<file path="config.mk">
export PLATFORM = sky130hd
export DESIGN_NAME = fpf_protect
export DESIGN_NICKNAME = d
export VERILOG_FILES = /design/src/fpf_fuse_cell.v /design/src/fpf_protect.v
export VERILOG_INCLUDE_DIRS = /design/src
export SDC_FILE = /design/constraint.sdc
export NUM_CORES = 1
export LEC_CHECK = 0
export ABC_AREA = 1
export BUFFER_PORTS_ARGS = -buffer_cell sky130_fd_sc_hd__buf_2
export CAP_MARGIN = 5
export CORE_ASPECT_RATIO = 2
export CORE_MARGIN = 5
export CORE_UTILIZATION = 51
export DETAILED_ROUTE_END_ITERATION = 6
export PLACE_DENSITY = 0.85
export SYNTH_ARGS = -nofsm -noshare
export SYNTH_HDL_FRONTEND = slang
export SYNTH_SLANG_ARGS = --single-unit
</file>
<file path="constraint.sdc">
create_clock -name clock -period 2.9 [get_ports clock]
set_input_delay 0.145 -clock clock [delete_from_list [all_inputs] [get_ports clock]]
set_output_delay 0.145 -clock clock [all_outputs]
set_load 0.02 [all_outputs]
</file>
<file path="src/fpf_map.vh">
// Register offsets, field positions and reset values of the flash protection logic
`ifndef FPF_MAP_VH
`define FPF_MAP_VH
`define FPF_ADDR_W 24
`define FPF_OFF_WPL_ALIAS 24'h0EDFB0
`define FPF_OFF_WPH_ALIAS 24'h0EDFB2
`define FPF_OFF_WPL 24'h0EDFB4
`define FPF_OFF_WPH 24'h0EDFB6
`define FPF_OFF_APM 24'h0EDFB8
`define FPF_OFF_APD 24'h0EDFBC
`define FPF_OFF_APE 24'h0EDFBE
`define FPF_OFF_CTRL 24'h0EDFC0
`define FPF_OFF_STAT 24'h0EDFC2
`define FPF_OFF_CMD 24'h0EDFC4
`define FPF_CTRL_BUSY_BIT 1
`define FPF_STAT_WPERR_BIT 0
`define FPF_STAT_ACCERR_BIT 1
`define FPF_STAT_DBGEN_BIT 2
`define FPF_STAT_ACCEFF_BIT 3
`define FPF_CMD_PROG_BIT 0
`define FPF_CMD_TEMP_BIT 1
`define FPF_APM_ACC_FUSE_BIT 0
`define FPF_APM_DBG_FUSE_BIT 1
`define FPF_ALL_ONES 16'hFFFF
`define FPF_ALL_ZERO 16'h0000
`define FPF_WPL_RO_MASK 16'h0C00
`define FPF_WPL_RSV_MASK 16'hF000
`define FPF_TRAP_NUM 16'h009B
`define FPF_DUMMY_DATA 16'h0000
`define FPF_PROG_CYCLES 16
`endif

</file>
<file path="src/fpf_fuse_cell.v">
// One 16-bit fuse word with its volatile copy
`timescale 1ns/1ps
`include "fpf_map.vh"
module fpf_fuse_cell #(
  parameter W = 16,
  parameter [15:0] INIT = 16'hFFFF
) (
  // System
  input wire clock,
  input wire rst,
  // Control
  input wire load,
  input wire prog,
  input wire temp,
  input wire [W-1:0] prog_mask,
  input wire [W-1:0] temp_data,
  // State
  output reg [W-1:0] fuse_reg,
  output reg [W-1:0] vol_reg
);
  always @(posedge clock) begin
    if (rst) begin
      vol_reg <= {W{1'b0}};
    end else if (load) begin
      vol_reg <= fuse_reg;
    end else if (prog) begin
      vol_reg <= vol_reg & ~prog_mask;
    end else if (temp) begin
      vol_reg <= vol_reg | temp_data;
    end
  end
  // Fuse cells survive reset; only programming clears bits, never sets them
  initial fuse_reg = INIT;
  always @(posedge clock) begin
    if (prog) begin
      fuse_reg <= fuse_reg & ~prog_mask;
    end
  end
endmodule

</file>
<file path="src/fpf_protect.v">
// Flash protection: fuse copies, write/access/debug gating, register port
//
// Chosen here: the plain strobed port.
`timescale 1ns/1ps
`include "fpf_map.vh"
module fpf_protect #(
  parameter PROG_CYCLES = `FPF_PROG_CYCLES
) (
  // System
  input wire clock,
  input wire rst,
  // Register port
  input wire [23:0] addr,
  input wire [15:0] wdata,
  input wire wr,
  input wire rd,
  output reg [15:0] rdata,
  // Flash write request from the write controller
  input wire wr_req,
  input wire [11:0] wr_sector_mask,
  output reg [11:0] wr_allow_reg,
  // CPU data access
  input wire acc_req,
  input wire acc_in_flash,
  input wire acc_is_read,
  input wire fetch_in_flash,
  output reg acc_deny_reg,
  output reg [15:0] acc_rdata_reg,
  output reg trap_reg,
  output reg [15:0] trap_num_reg,
  // Test interface
  input wire dbg_req,
  output reg dbg_enable_reg,
  output reg dbg_bypass_reg
);
  localparam ST_RESET = 2'b00;
  localparam ST_LOAD = 2'b01;
  localparam ST_RUN = 2'b10;
  localparam ST_PROG = 2'b11;
  localparam CW = 8;

  reg [1:0] state_reg;
  reg [1:0] state_next;
  reg [CW-1:0] cnt_reg;
  reg [15:0] stage_reg [0:4];
  reg [4:0] target_reg;
  reg wp_err_reg;
  reg acc_err_reg;
  wire [15:0] fuse [0:4];
  wire [15:0] vol [0:4];
  wire [4:0] sel;
  wire load;
  wire prog_go;
  wire wr_hit;
  reg acc_on;
  reg [15:0] prog_mask [0:4];
  integer i;
  integer j;
  integer k;
  // Decoded events shared by the gating and status logic
  wire [11:0] wp_open;
  wire acc_refuse;
  wire cmd_prog;
  wire stat_wr;
  wire clr_wp;
  wire clr_acc;
  reg loaded_reg;
  reg busy_reg;
  reg [15:0] rd_mux;

  assign load = (state_reg == ST_LOAD) && !loaded_reg;
  assign prog_go = (state_reg == ST_PROG) && (cnt_reg == {CW{1'b0}});
  assign sel[0] = (addr == `FPF_OFF_WPL) || (addr == `FPF_OFF_WPL_ALIAS);
  assign sel[1] = (addr == `FPF_OFF_WPH) || (addr == `FPF_OFF_WPH_ALIAS);
  assign sel[2] = (addr == `FPF_OFF_APM);
  assign sel[3] = (addr == `FPF_OFF_APD);
  assign sel[4] = (addr == `FPF_OFF_APE);

  // Sector map: bank 0 sectors 9:0 from the low word, 11:10 from the high word
  assign wp_open = {vol[1][1:0], vol[0][9:0]};
  assign wr_hit = wr_req && |(wr_sector_mask & ~wp_open);
  assign acc_refuse = acc_req && acc_in_flash && acc_on && !fetch_in_flash;
  assign cmd_prog = (state_reg == ST_RUN) && wr && (addr == `FPF_OFF_CMD) &&
    wdata[`FPF_CMD_PROG_BIT];
  assign stat_wr = wr && (addr == `FPF_OFF_STAT);
  assign clr_wp = stat_wr && wdata[`FPF_STAT_WPERR_BIT];
  assign clr_acc = stat_wr && wdata[`FPF_STAT_ACCERR_BIT];

  // One load per reset: a stray return to the load state cannot reread the cells
  always @(posedge clock) begin
    if (rst) begin
      loaded_reg <= 1'b0;
    end else if (load) begin
      loaded_reg <= 1'b1;
    end
  end

  // Five fuse words and their volatile copies
  genvar g;
  generate
    for (g = 0; g < 5; g = g + 1) begin : cells
      fpf_fuse_cell #(.W(16), .INIT(16'hFFFF)) u_cell (
        .clock(clock),
        .rst(rst),
        .load(load),
        .prog(prog_go && target_reg[g]),
        .temp((state_reg == ST_RUN) && wr && sel[g] &&
          (addr == `FPF_OFF_CMD) && 1'b0),
        .prog_mask(prog_mask[g]),
        .temp_data(stage_reg[g]),
        .fuse_reg(fuse[g]),
        .vol_reg(vol[g])
      );
    end
  endgenerate

  // Programming masks with the chained ordering checks
  // Own loop index per process, so no block wakes another through it
  always @* begin
    for (j = 0; j < 5; j = j + 1) begin
      prog_mask[j] = ~stage_reg[j];
    end
    prog_mask[0] = prog_mask[0] & ~`FPF_WPL_RO_MASK & ~`FPF_WPL_RSV_MASK;
    prog_mask[1] = prog_mask[1] & 16'h0003;
    prog_mask[2] = prog_mask[2] & 16'h0003;
    if (fuse[2][`FPF_APM_DBG_FUSE_BIT] || fuse[2][`FPF_APM_ACC_FUSE_BIT]) begin
      prog_mask[3][0] = 1'b0;
    end
    for (j = 1; j < 16; j = j + 1) begin
      if (fuse[4][j-1]) begin
        prog_mask[3][j] = 1'b0;
      end
    end
    for (j = 0; j < 16; j = j + 1) begin
      if (fuse[3][j]) begin
        prog_mask[4][j] = 1'b0;
      end
    end
  end

  // Chain scan: the last programmed stage decides
  always @* begin
    acc_on = ~vol[2][`FPF_APM_ACC_FUSE_BIT];
    for (k = 0; k < 16; k = k + 1) begin
      if (!vol[3][k] && vol[4][k]) begin
        acc_on = 1'b0;
      end else if (!vol[3][k] && !vol[4][k]) begin
        acc_on = ~vol[2][`FPF_APM_ACC_FUSE_BIT];
      end
    end
  end

  // Reset, load and programming sequence
  always @* begin
    state_next = state_reg;
    case (state_reg)
      ST_RESET: state_next = ST_LOAD;
      ST_LOAD: state_next = ST_RUN;
      ST_RUN: begin
        if (cmd_prog) begin
          state_next = ST_PROG;
        end
      end
      ST_PROG: begin
        if (cnt_reg == {CW{1'b0}}) begin
          state_next = ST_RUN;
        end
      end
      default: state_next = ST_RESET;
    endcase
  end

  always @(posedge clock) begin
    if (rst) begin
      state_reg <= ST_RESET;
      cnt_reg <= {CW{1'b0}};
      target_reg <= 5'h00;
      for (i = 0; i < 5; i = i + 1) begin
        stage_reg[i] <= `FPF_ALL_ONES;
      end
    end else begin
      state_reg <= state_next;
      if (state_reg == ST_RUN && wr) begin
        for (i = 0; i < 5; i = i + 1) begin
          if (sel[i]) begin
            stage_reg[i] <= wdata;
            target_reg[i] <= 1'b1;
          end
        end
        if (addr == `FPF_OFF_CMD && wdata[`FPF_CMD_PROG_BIT]) begin
          cnt_reg <= PROG_CYCLES[CW-1:0] - 8'h01;
        end
      end else if (state_reg == ST_PROG) begin
        if (cnt_reg != {CW{1'b0}}) begin
          cnt_reg <= cnt_reg - 8'h01;
        end else begin
          target_reg <= 5'h00;
          for (i = 0; i < 5; i = i + 1) begin
            stage_reg[i] <= `FPF_ALL_ONES;
          end
        end
      end
    end
  end

  // Busy flag held in its own flop so the read path sees a clean level
  always @(posedge clock) begin
    if (rst) begin
      busy_reg <= 1'b0;
    end else if (cmd_prog) begin
      busy_reg <= 1'b1;
    end else if (prog_go) begin
      busy_reg <= 1'b0;
    end
  end

  // Gating outputs; reset and load block writes and debug but clear the access denial
  always @(posedge clock) begin
    if (rst || state_reg == ST_RESET || load) begin
      wr_allow_reg <= 12'h000;
      acc_deny_reg <= 1'b0;
      acc_rdata_reg <= `FPF_DUMMY_DATA;
      trap_reg <= 1'b0;
      trap_num_reg <= `FPF_ALL_ZERO;
      dbg_enable_reg <= 1'b0;
      dbg_bypass_reg <= 1'b0;
    end else begin
      dbg_enable_reg <= vol[2][`FPF_APM_DBG_FUSE_BIT];
      dbg_bypass_reg <= dbg_req && vol[2][`FPF_APM_DBG_FUSE_BIT];
      // Multi-sector erase keeps going on the unprotected sectors
      wr_allow_reg <= wr_sector_mask & wp_open;
      acc_deny_reg <= acc_refuse;
      acc_rdata_reg <= `FPF_DUMMY_DATA;
      trap_reg <= acc_refuse && acc_is_read;
      trap_num_reg <= `FPF_TRAP_NUM;
    end
  end

  // Error flags: a new event beats a same-cycle clear
  always @(posedge clock) begin
    if (rst || state_reg == ST_RESET || load) begin
      wp_err_reg <= 1'b0;
      acc_err_reg <= 1'b0;
    end else begin
      if (wr_hit) begin
        wp_err_reg <= 1'b1;
      end else if (clr_wp) begin
        wp_err_reg <= 1'b0;
      end
      if (acc_refuse) begin
        acc_err_reg <= 1'b1;
      end else if (clr_acc) begin
        acc_err_reg <= 1'b0;
      end
    end
  end

  // Read mux: fuse words read back; low bits 11:10 follow the high word
  always @* begin
    rd_mux = `FPF_ALL_ZERO;
    if (sel[0]) begin
      rd_mux = {4'hF, fuse[1][1:0], fuse[0][9:0]};
    end else if (sel[1]) begin
      rd_mux = fuse[1];
    end else if (sel[2]) begin
      rd_mux = fuse[2];
    end else if (sel[3]) begin
      rd_mux = fuse[3];
    end else if (sel[4]) begin
      rd_mux = fuse[4];
    end else if (addr == `FPF_OFF_CTRL) begin
      rd_mux = {14'h0000, busy_reg, 1'b0};
    end else if (addr == `FPF_OFF_STAT) begin
      rd_mux = {12'h000, acc_on, dbg_enable_reg, acc_err_reg, wp_err_reg};
    end
  end

  // Read data stand for the one cycle after the strobe only
  always @(posedge clock) begin
    if (rst) begin
      rdata <= `FPF_ALL_ZERO;
    end else if (rd) begin
      rdata <= rd_mux;
    end else begin
      rdata <= `FPF_ALL_ZERO;
    end
  end
endmodule

</file>
==> flow_summary.toml, run 1 <==
[hold_path]
worstHoldPathCells = 2
min_to = "stage_reg[0][9]$_DFFE_PP_"
hp-class = "primary input to register"
min_from = "wdata[9]"

[power]
swShare_pct = 24.3
power.leakage_nw = 3.88
pwr-share-clk_pct = 41.0
pwr-share-comb_pct = 8.1
intPower_mw = 4.37
power_mw = 5.77
peakVddDrop_mv = 0.386
p_seq_share_pct = 50.9
switchingPower_mw = 1.40
p_per_area_nw_per_um2 = 605

[yosys]
mappedNetlistArea_sq_um = 8110
synth_area_leaders = "edfxtp_1, dfxtp_1, nand2_1, inv_1, nor2_1"
avgSynthCellArea_sq_um = 9.19
ys_types = 45
synthArstFlopShare_pct = 0
synth_top_cell_area_share_pct = 34.1
synthTopCellsByCount = "nand2_1, inv_1, nor2_1, dfxtp_1, edfxtp_1"
syn_inst = 883
seq_area_frac_synth_pct = 58.2
synthFlopType = "dfxtp_1"
synth-edff-count = 92
synth_top_cell_by_area = "edfxtp_1"
ys_ff_latch = 190
yosys_warnings = 0
synthMostInstantiatedCell = "nand2_1"

[timing]
grt_setup_unrepaired = "false"
fmax_mhz = 366
fin_tns_setup_ns = 0
setup_viol = 0
finClkSkew_ns = 0.00959
hold_violations = 0
worst_pin_slew_ns = 0.690
relSlewSlack_pct = 54.0
setup_ws_ns = 0.166
period_needed_ns = 2.73
finalMaxSlewViolations = 0
period_share_pct = 94.3

[die]
dieHeight_um = 188
initial_utilization_pct = 51.7
die_x_um = 99.2
fp-row-count = 65
die_area_sq_um = 18700
core_sq_um = 15700
ios = 126

[status]
status = "complete, no violations"

[layout]
area_growth_pct = 17.7
design_area_sq_um = 9550
post-route-util_pct = 60.8
multi_input_area_sq_um = 2620
drive_gt1_share_pct = 17.9
antenna_cells = 0
fillers = 1215
seqCellArea_sq_um = 4720
nets = 1070

[critical_path]
worstSetupEndpointType = "register"
reg2reg_slack_ns = 0.17
arrival_ns = 3.12
start_kind = "register"
crit_fanout = 3
path_class = "register to register"
worstRegToRegCells = 20
r2r_end = "trap_reg$_SDFF_PN0_"
cp-startpoint = "cells[3].u_cell.vol_reg[3]$_SDFFE_PP0P_"
required_ns = 3.29
r2r-start = "cells[3].u_cell.vol_reg[3]$_SDFFE_PP0P_"

[placement]
io_buffers = 98
dpl.hpwl_um = 14500
gp_congestion = 0.926
dp_slack_ns = 0.601
place_area_sq_um = 8710

[route]
drtPass1Iterations = 7
drc = 0
vias = 6588
routedWlPerCell_um = 17.2
vias_per_cell = 5.40
wl_um = 21000
final_antenna_net_count = 0
drt_iter0_drc = 645

[grt]
grt_pass1_vias = 6904
grt_usage_pct = 22.8
grt_overflow = 0
grt_pass1_wl_um = 33500
grt_max_degree = 66
grt_antenna_before_repair = 0

[clock_tree]
cts.path.max_buffers = 2
cts_resized = 0
cts_root_buffer = "clkbuf_16"
cts_buffers = 17
clk_pin_slew_worst_paths_ns = 0.07
clock_sinks = 190
cts_tree = "done"
cts-htree-levels = 4
clk_latency_ns = 0.44

[flow_run]
maxCapViolations = 0
==> repair_timing <==
| item | CTS | global route |
|---|---|---|
| buffers inserted | 0 | 0 |
| endpoints found under the hold margin | 30 | 0 |
| hold buffers | 24 | 0 |
==> worst max-delay path by stage <==
stage / endpoint / cells after the start
detailed placement: stage_reg[0][65]$_DFFE_PP_ / 12
finish: trap_reg$_SDFF_PN0_ / 20
global route: trap_reg$_SDFF_PN0_ / 20
floorplan: stage_reg[0][48]$_DFFE_PP_ / 9
CTS: trap_reg$_SDFF_PN0_ / 20
global placement: stage_reg[0][17]$_DFFE_PP_ / 12
==> cell families (layout without fill, tap and decap cells) <==
logic type      count (synthesis)  after routing  share of synthesized area (%)
compound gates                172            172                           12.7
other cells                     1             27                         0.0462
buf+inv                       196            307                           10.7
simple gates                  322            322                           18.0
flops                         190            190                           58.2
xor+xnor                        1              1                          0.108
fa+ha+maj                       1              1                          0.154
==> layout make-up <==
type / instances / area share, %
Inverter: 139 / 5.46
Clock inverter: 9 / 0.983
Multi-Input combinational cell: 523 / 27.4
Sequential cell: 190 / 49.5
Clock buffer: 23 / 5.24
Tap cell: 201 / 2.63
Timing Repair Buffer: 136 / 8.75
==> routing by layer <==
metal / share of wire (%) / wire length (um) / track usage, % / up-vias
met5: 0 / 0 / 0 / -
li1: - / - / - / 3101
met4: 5.1 / 1080 / 14.2 / 0
met2: 54 / 11300 / 41.5 / 345
met3: 7.0 / 1460 / 4.89 / 73
met1: 34 / 7100 / 23.2 / 3069
==> placed cells by master, fill, tap and decap left out, drive strengths merged, types with 2 or more instances in the layout <==
master and n:
a211oi 32, dlygate4sd3 24, o21ai 51, o211ai 7, nand3 21, nor4 3
a21boi 6, edfxtp 92, nand3b 14, a221oi 4, o22ai 5, conb 27
o221ai 2, clkbuf 23, a31oi 3, a21oi 58, o31ai 2, dfxtp 98
nand2 136, nor3 12, buf 112, nand4 4, inv 145, nor2 128
==> power by group through the flow <==
stage               clock network [mW]  logic (mW)  registers (mW)
floorplan                            0       0.320            2.99
global placement                     0       0.411            2.99
detailed placement                   0       0.429            3.00
CTS                               2.35       0.459            2.94
global route                      2.48       0.509            2.95
finish                            2.37       0.467            2.94
==> worst max-delay path, stage by stage (launching register included) <==
cell	delay, ns
dfxtp_1	0.38
a21boi_0	0.21
nand2_1	0.10
nand2_1	0.09
nand2_1	0.08
nand2_1	0.08
nand2_1	0.06
nand2_1	0.06
nand2_1	0.05
nand2_1	0.07
nand2_1	0.06
nand2_1	0.06
nand2_1	0.07
nand2_1	0.08
nand2_1	0.06
nand2_1	0.12
nand4_1	0.19
nor2_1	0.13
nand2_1	0.09
nor2_1	0.08
dlygate4sd3_1	0.54
==> metrics by stage <==
step	instances	hold slack, ns
floorplan	909	0.257
CTS	1221	0.0306
finish	1221	0.0406
detailed placement	1165	0.366
global route	1221	0.0278
global placement	1165	0.360
Note: power is estimated with default switching activity, not from simulation.
==> run 2, diff against run 1 <==
--- a/config.mk
+++ b/config.mk
@@ -7,13 +7,13 @@
 export NUM_CORES = 1
 export LEC_CHECK = 0
 export ABC_AREA = 1
-export BUFFER_PORTS_ARGS = -buffer_cell sky130_fd_sc_hd__buf_2
 export CAP_MARGIN = 5
 export CORE_ASPECT_RATIO = 2
 export CORE_MARGIN = 5
-export CORE_UTILIZATION = 51
+export CORE_UTILIZATION = 57
 export DETAILED_ROUTE_END_ITERATION = 6
-export PLACE_DENSITY = 0.85
+export DONT_BUFFER_PORTS = 1
+export PLACE_DENSITY = 0.75
 export SYNTH_ARGS = -nofsm -noshare
 export SYNTH_HDL_FRONTEND = slang
 export SYNTH_SLANG_ARGS = --single-unit
==> flow_summary.toml, run 2 (synthesis gave the netlist of run 1 again) <==
[timing]
period_needed_ns = 2.60
setup_ws_ns = 0.305
worst_pin_slew_ns = 0.933
finalMaxSlewViolations = 0
relSlewSlack_pct = 37.7
fin_tns_setup_ns = 0
setup_viol = 0
hold_violations = 0
finClkSkew_ns = 0.0118
fmax_mhz = 385
period_share_pct = 89.5
grt_setup_unrepaired = "false"

[clock_tree]
cts_root_buffer = "clkbuf_16"
post-cts-setup-buffers = 0
cts-htree-levels = 4
hold_buffers = 35
clk_latency_ns = 0.43
clock_sinks = 190
clk_pin_slew_worst_paths_ns = 0.07
cts_tree = "done"
cts.path.max_buffers = 2
cts_buffers = 17
cts_resized = 0

[route]
drc = 0
wl_met3_um = 1200
vias = 6067
routedWlPerCell_um = 17.2
wl_met1_um = 7050
routed-wl-met2_um = 10400
drtPass1Iterations = 5
vias_per_cell = 5.41
final_antenna_net_count = 0
highest_layer = "met4"
drt_iter0_drc = 452
wl_um = 19300

[grt]
grt_usage_pct = 23.4
grt_pass1_wl_um = 29700
grt_antenna_before_repair = 1
grt_overflow = 0
grt_pass1_vias = 6020
grt_max_degree = 66

[die]
fp-row-count = 61
die_x_um = 94.4
core_sq_um = 14000
initial_utilization_pct = 58.1
dieHeight_um = 179
ios = 126
die_area_sq_um = 16900

[placement]
gp_congestion = 0.905
io_buffers = 0
dp_slack_ns = 0.621
dpl.hpwl_um = 13600

[power]
switchingPower_mw = 1.42
pwr-share-clk_pct = 40.1
peakVddDrop_mv = 0.488
p_per_area_nw_per_um2 = 613
swShare_pct = 25.5
power.leakage_nw = 3.47
p_seq_share_pct = 52.8
intPower_mw = 4.17
pwr-share-comb_pct = 7.1

[flow_run]
maxCapViolations = 0

[layout]
fillers = 1135
nets = 981
drive_gt1_share_pct = 9.24
final_cell_mix = "nand2_1, inv_1, nor2_1, dfxtp_1, edfxtp_1"
post-route-util_pct = 65.4
layout_commonest_cell = "nand2_1"
seqCellArea_sq_um = 4720
area_growth_pct = 12.5
multi_input_area_sq_um = 2620

[critical_path]
crit_fanout = 3
required_ns = 3.28
start_kind = "register"
reg2reg_slack_ns = 0.30
arrival_ns = 2.97
worstSetupEndpointType = "register"
path_class = "register to register"

[status]
status = "complete, no violations"

[hold_path]
hp-class = "primary input to register"
-- run 2: changes by cell type in the layout (fill, tap and decap cells not counted), moves of 2 or more --
cell / change
clkinv_8: +3
dlygate4sd3_1: +10
inv_6: +6
buf_4: -2
inv_4: -3
clkbuf_1: -2
buf_2: -98
clkbuf_16: -2
-- run 2: area by class of cell --
class	count	area share, %
multi-input cells	523	28.7
clock buffers	18	4.70
inverters	139	5.72
clock inverters	14	1.58
well taps	189	2.59
diodes	1	0.0274
flip-flops and latches	190	51.8
repair buffers	47	4.93
-- run 2: per-stage QoR --
step	instance area [sq um]	hold WS [ns]	total power [mW]	cells
4_1_cts	9130	0.00774	5.61	1120
3_3_place_gp	8190	0.223	3.34	1053
5_1_grt	9130	0.0277	5.79	1121
3_5_place_dp	8190	0.224	3.36	1053
2_1_floorplan	8210	0.257	3.31	909
6_report	9130	0.0167	5.59	1121
-- run 2: power groups by stage --
stage	registers, mW	clock network [mW]	logic (mW)
global route	2.96	2.39	0.438
floorplan	2.99	0	0.320
finish	2.95	2.24	0.397
detailed placement	3.01	0	0.344
CTS	2.95	2.27	0.395
global placement	3.01	0	0.331
-- run 2: critical path, stage by stage (launching register included) --
cell and delay [ns]:
dfxtp_1 0.33, inv_1 0.05, nand2_1 0.07, nand2_1 0.06
nand2_1 0.08, nand2_1 0.07, nand2_1 0.07, nand2_1 0.09
nand2_1 0.07, nand2_1 0.05, nand2_1 0.06, nand2_1 0.04
nand2_1 0.07, nand2_1 0.07, nand2_1 0.07, nand2_1 0.06
nand2_1 0.06, nand2_1 0.07, nand2_1 0.09, nand4_1 0.15
nor2_1 0.13, nand2_1 0.09, nor2_1 0.09, dlygate4sd3_1 0.54
-- run 2: final timing paths --
check | from | to | cells past startpoint
worst max-delay path | cells[3].u_cell.vol_reg[0]$_SDFFE_PP0P_ | trap_reg$_SDFF_PN0_ | 23
worst min-delay path | rst | busy_reg$_SDFFE_PP0P_ | 3
worst max register to register | cells[3].u_cell.vol_reg[0]$_SDFFE_PP0P_ | trap_reg$_SDFF_PN0_ | 23
worst min register to register | cells[0].u_cell.vol_reg[3]$_SDFFE_PP0P_ | wr_allow_reg[3]$_SDFF_PN0_ | 2
-- run 2: layer usage --
metal / global-route usage, % / vias up
met5: 0 / -
met1: 25.2 / 2849
li1: - / 2922
met4: 11.1 / 0
met2: 42.9 / 240
met3: 4.45 / 56
==> run 3, diff against run 2 <==
--- a/config.mk
+++ b/config.mk
@@ -6,14 +6,14 @@
 export SDC_FILE = /design/constraint.sdc
 export NUM_CORES = 1
 export LEC_CHECK = 0
-export ABC_AREA = 1
 export CAP_MARGIN = 5
 export CORE_ASPECT_RATIO = 2
 export CORE_MARGIN = 5
-export CORE_UTILIZATION = 57
+export CORE_UTILIZATION = 25
 export DETAILED_ROUTE_END_ITERATION = 6
 export DONT_BUFFER_PORTS = 1
-export PLACE_DENSITY = 0.75
+export MAX_ROUTING_LAYER = met4
+export PLACE_DENSITY = 0.4
 export SYNTH_ARGS = -nofsm -noshare
 export SYNTH_HDL_FRONTEND = slang
 export SYNTH_SLANG_ARGS = --single-unit
==> flow_summary.toml, run 3 <==
[status]
status = "complete, no violations"

[critical_path]
arrival_ns = 2.76
crit_chain = "a21oi_1, nor2_1, buf_4, nand4b_1, dlygate4sd3_1, nor4_1, and2_1"
critPathSlowestCell = "dlygate4sd3_1"
crit_fanout = 17
worst_path_largest_cell_delay_ns = 0.58
r2r-start = "state_reg[1]$_SDFFE_PP0P_"
worstSetupEndpointType = "register"
crit_family = "simple AND/OR/NAND/NOR gates"
critPathBufInv = 2
cp-startpoint = "state_reg[1]$_SDFFE_PP0P_"
start_kind = "register"
required_ns = 3.29
path_class = "register to register"

[clock_tree]
clk_latency_ns = 0.45
post-cts-setup-buffers = 0
clock_sinks = 190
cts_buffers = 17
cts_root_buffer = "clkbuf_16"
cts-htree-levels = 4
cts.path.max_buffers = 2
cts_tree = "done"
clk_pin_slew_worst_paths_ns = 0.07
cts_resized = 0

[yosys]
synth_area_leaders = "edfxtp_1, dfxtp_1, nand2_1, a32o_1, buf_4"
seq_area_frac_synth_pct = 61.5
muxShareOfSynthArea_pct = 0.521
synth_top_cell_by_area = "edfxtp_1"
synth_top_family_by_area = "simple AND/OR/NAND/NOR gates"
synth_simple_gate_area_share_pct = 20.0
yosys_warnings = 0
synthArstFlopShare_pct = 0
synth_xor_area_share_pct = 0.342
yosys.area_share.adder_pct = 0.163
syn_inst = 691
ys_ff_latch = 190
avgSynthCellArea_sq_um = 11.1
synth-compound-area-share_pct = 11.2
synth-edff-count = 92
ys_types = 55
synthMostInstantiatedCell = "nand2_1"
mappedNetlistArea_sq_um = 7680
synth_top_cell_area_share_pct = 36.0
synthTopCellsByCount = "nand2_1, dfxtp_1, edfxtp_1, nor2_1, inv_1"
synthFlopType = "dfxtp_1"

[placement]
gp_congestion = 0.777
dp_cells = 1050
dpl.hpwl_um = 16900
dp_slack_ns = 0.546
io_buffers = 0

[route]
routed-wl-met2_um = 13700
highest_layer = "met4"
wl_um = 23100
vias = 5333
vias_per_cell = 4.75
wl_met1_um = 7940
drc = 0
wl_met3_um = 757
drt_iter0_drc = 380
drtPass1Iterations = 5
routedWlPerCell_um = 20.6
final_antenna_net_count = 0

[die]
die_area_sq_um = 34500
dieHeight_um = 258
initial_utilization_pct = 25.4
core_sq_um = 30300
ios = 126
fp-row-count = 90
die_x_um = 134

[timing]
setup_viol = 0
fmax_mhz = 421
relSlewSlack_pct = 37.2
fin_tns_setup_ns = 0
period_needed_ns = 2.37
hold_violations = 0
setup_ws_ns = 0.527
finClkSkew_ns = 0.00979
period_share_pct = 81.8
finalMaxSlewViolations = 0
worst_pin_slew_ns = 0.941
holdWs_ns = 0.0341
grt_setup_unrepaired = "false"

[grt]
grt_pass1_wl_um = 34900
grt_pass1_vias = 5814
grt_overflow = 0
grt_max_degree = 47
grt_usage_pct = 14.1
grt_antenna_before_repair = 0

[power]
p_per_area_nw_per_um2 = 618
power.leakage_nw = 3.11
peakVddDrop_mv = 0.416
power_mw = 5.66

[layout]
nets = 805
layout_commonest_cell = "nand2_1"
stdcell_count = 1123
area_growth_pct = 19.2
drive_gt1_share_pct = 10.1
final_cell_mix = "nand2_1, dfxtp_1, edfxtp_1, nor2_1, dlygate4sd3_1"
antenna_cells = 0

[flow_run]
maxCapViolations = 0

[hold_path]
hp-class = "primary input to register"
min_from = "addr[2]"
-- run 3: cell count changes in the layout (fill, tap and decap cells not counted), moves of 12 or more --
cell	change
inv_1	-93
or2_2	+15
nor2b_1	+30
a21oi_1	-45
and2_1	+19
and3_1	+14
nor2_1	-65
inv_2	-12
o21ai_0	-39
a32o_1	+33
nand2_1	-35
a211oi_1	-30
-- run 3: layer usage --
| layer | vias up | global-route usage, % |
|---|---|---|
| li1 | 2528 | - |
| met1 | 2674 | 13.0 |
| met2 | 107 | 27.5 |
| met3 | 24 | 2.71 |
| met4 | 0 | 6.06 |
| met5 | - | - |
-- run 3: path summary, 6_finish.rpt --
kind,end,slack [ns],cells past startpoint
setup / recovery,trap_reg$_SDFF_PN0_,0.53,7
hold / removal,rdata[1]$_SDFF_PP0_,0.03,3
hold reg to reg,target_reg[3]$_SDFFE_PP0P_,0.45,2
setup reg to reg,trap_reg$_SDFF_PN0_,0.53,7
-- run 3: power breakdown --
part           total (mW)  internal (mW)  switching (mW)
Clock                2.42           1.32            1.10
Sequential           2.93           2.86          0.0685
Combinational       0.309          0.127           0.183
-- run 3: repair_timing --
item / CTS / global route
hold buffers: 41 / 0
endpoints found under the hold margin: 82 / 0
endpoints found under the setup margin: 0 / 0
-- run 3: stage by stage --
stage | area, sq um | util [%]
final | 9150 | 30.2
after global routing | 9150 | 30.2
after CTS | 9150 | 30.2
after detailed placement | 8130 | 26.8
after global placement | 8130 | 26.8
after floorplan | 7780 | -
-- run 3: logic make-up after synthesis --
kind of cell / after synthesis
flops: 190
compound gates: 108
other cells: 1
xor+xnor: 3
buf+inv: 89
fa+ha+maj: 1
simple gates: 295
mux: 4
-- run 3: layout make-up --
cell class / count / area (sq um)
fillers: 3066 / 21100
repair buffers: 61 / 611
clock buffers: 22 / 528
well taps: 368 / 460
clock inverters: 10 / 82.6
inverters: 34 / 128
flip-flops and latches: 190 / 4720
multi-input cells: 438 / 2620
-- run 3: worst reg2reg max path: stages (launching register included) --
cell and delay (ns):
dfxtp_1 0.53, a21oi_1 0.10, nor2_1 0.10, buf_4 0.21, nand4b_1 0.12, dlygate4sd3_1 0.58
nor4_1 0.49, and2_1 0.19
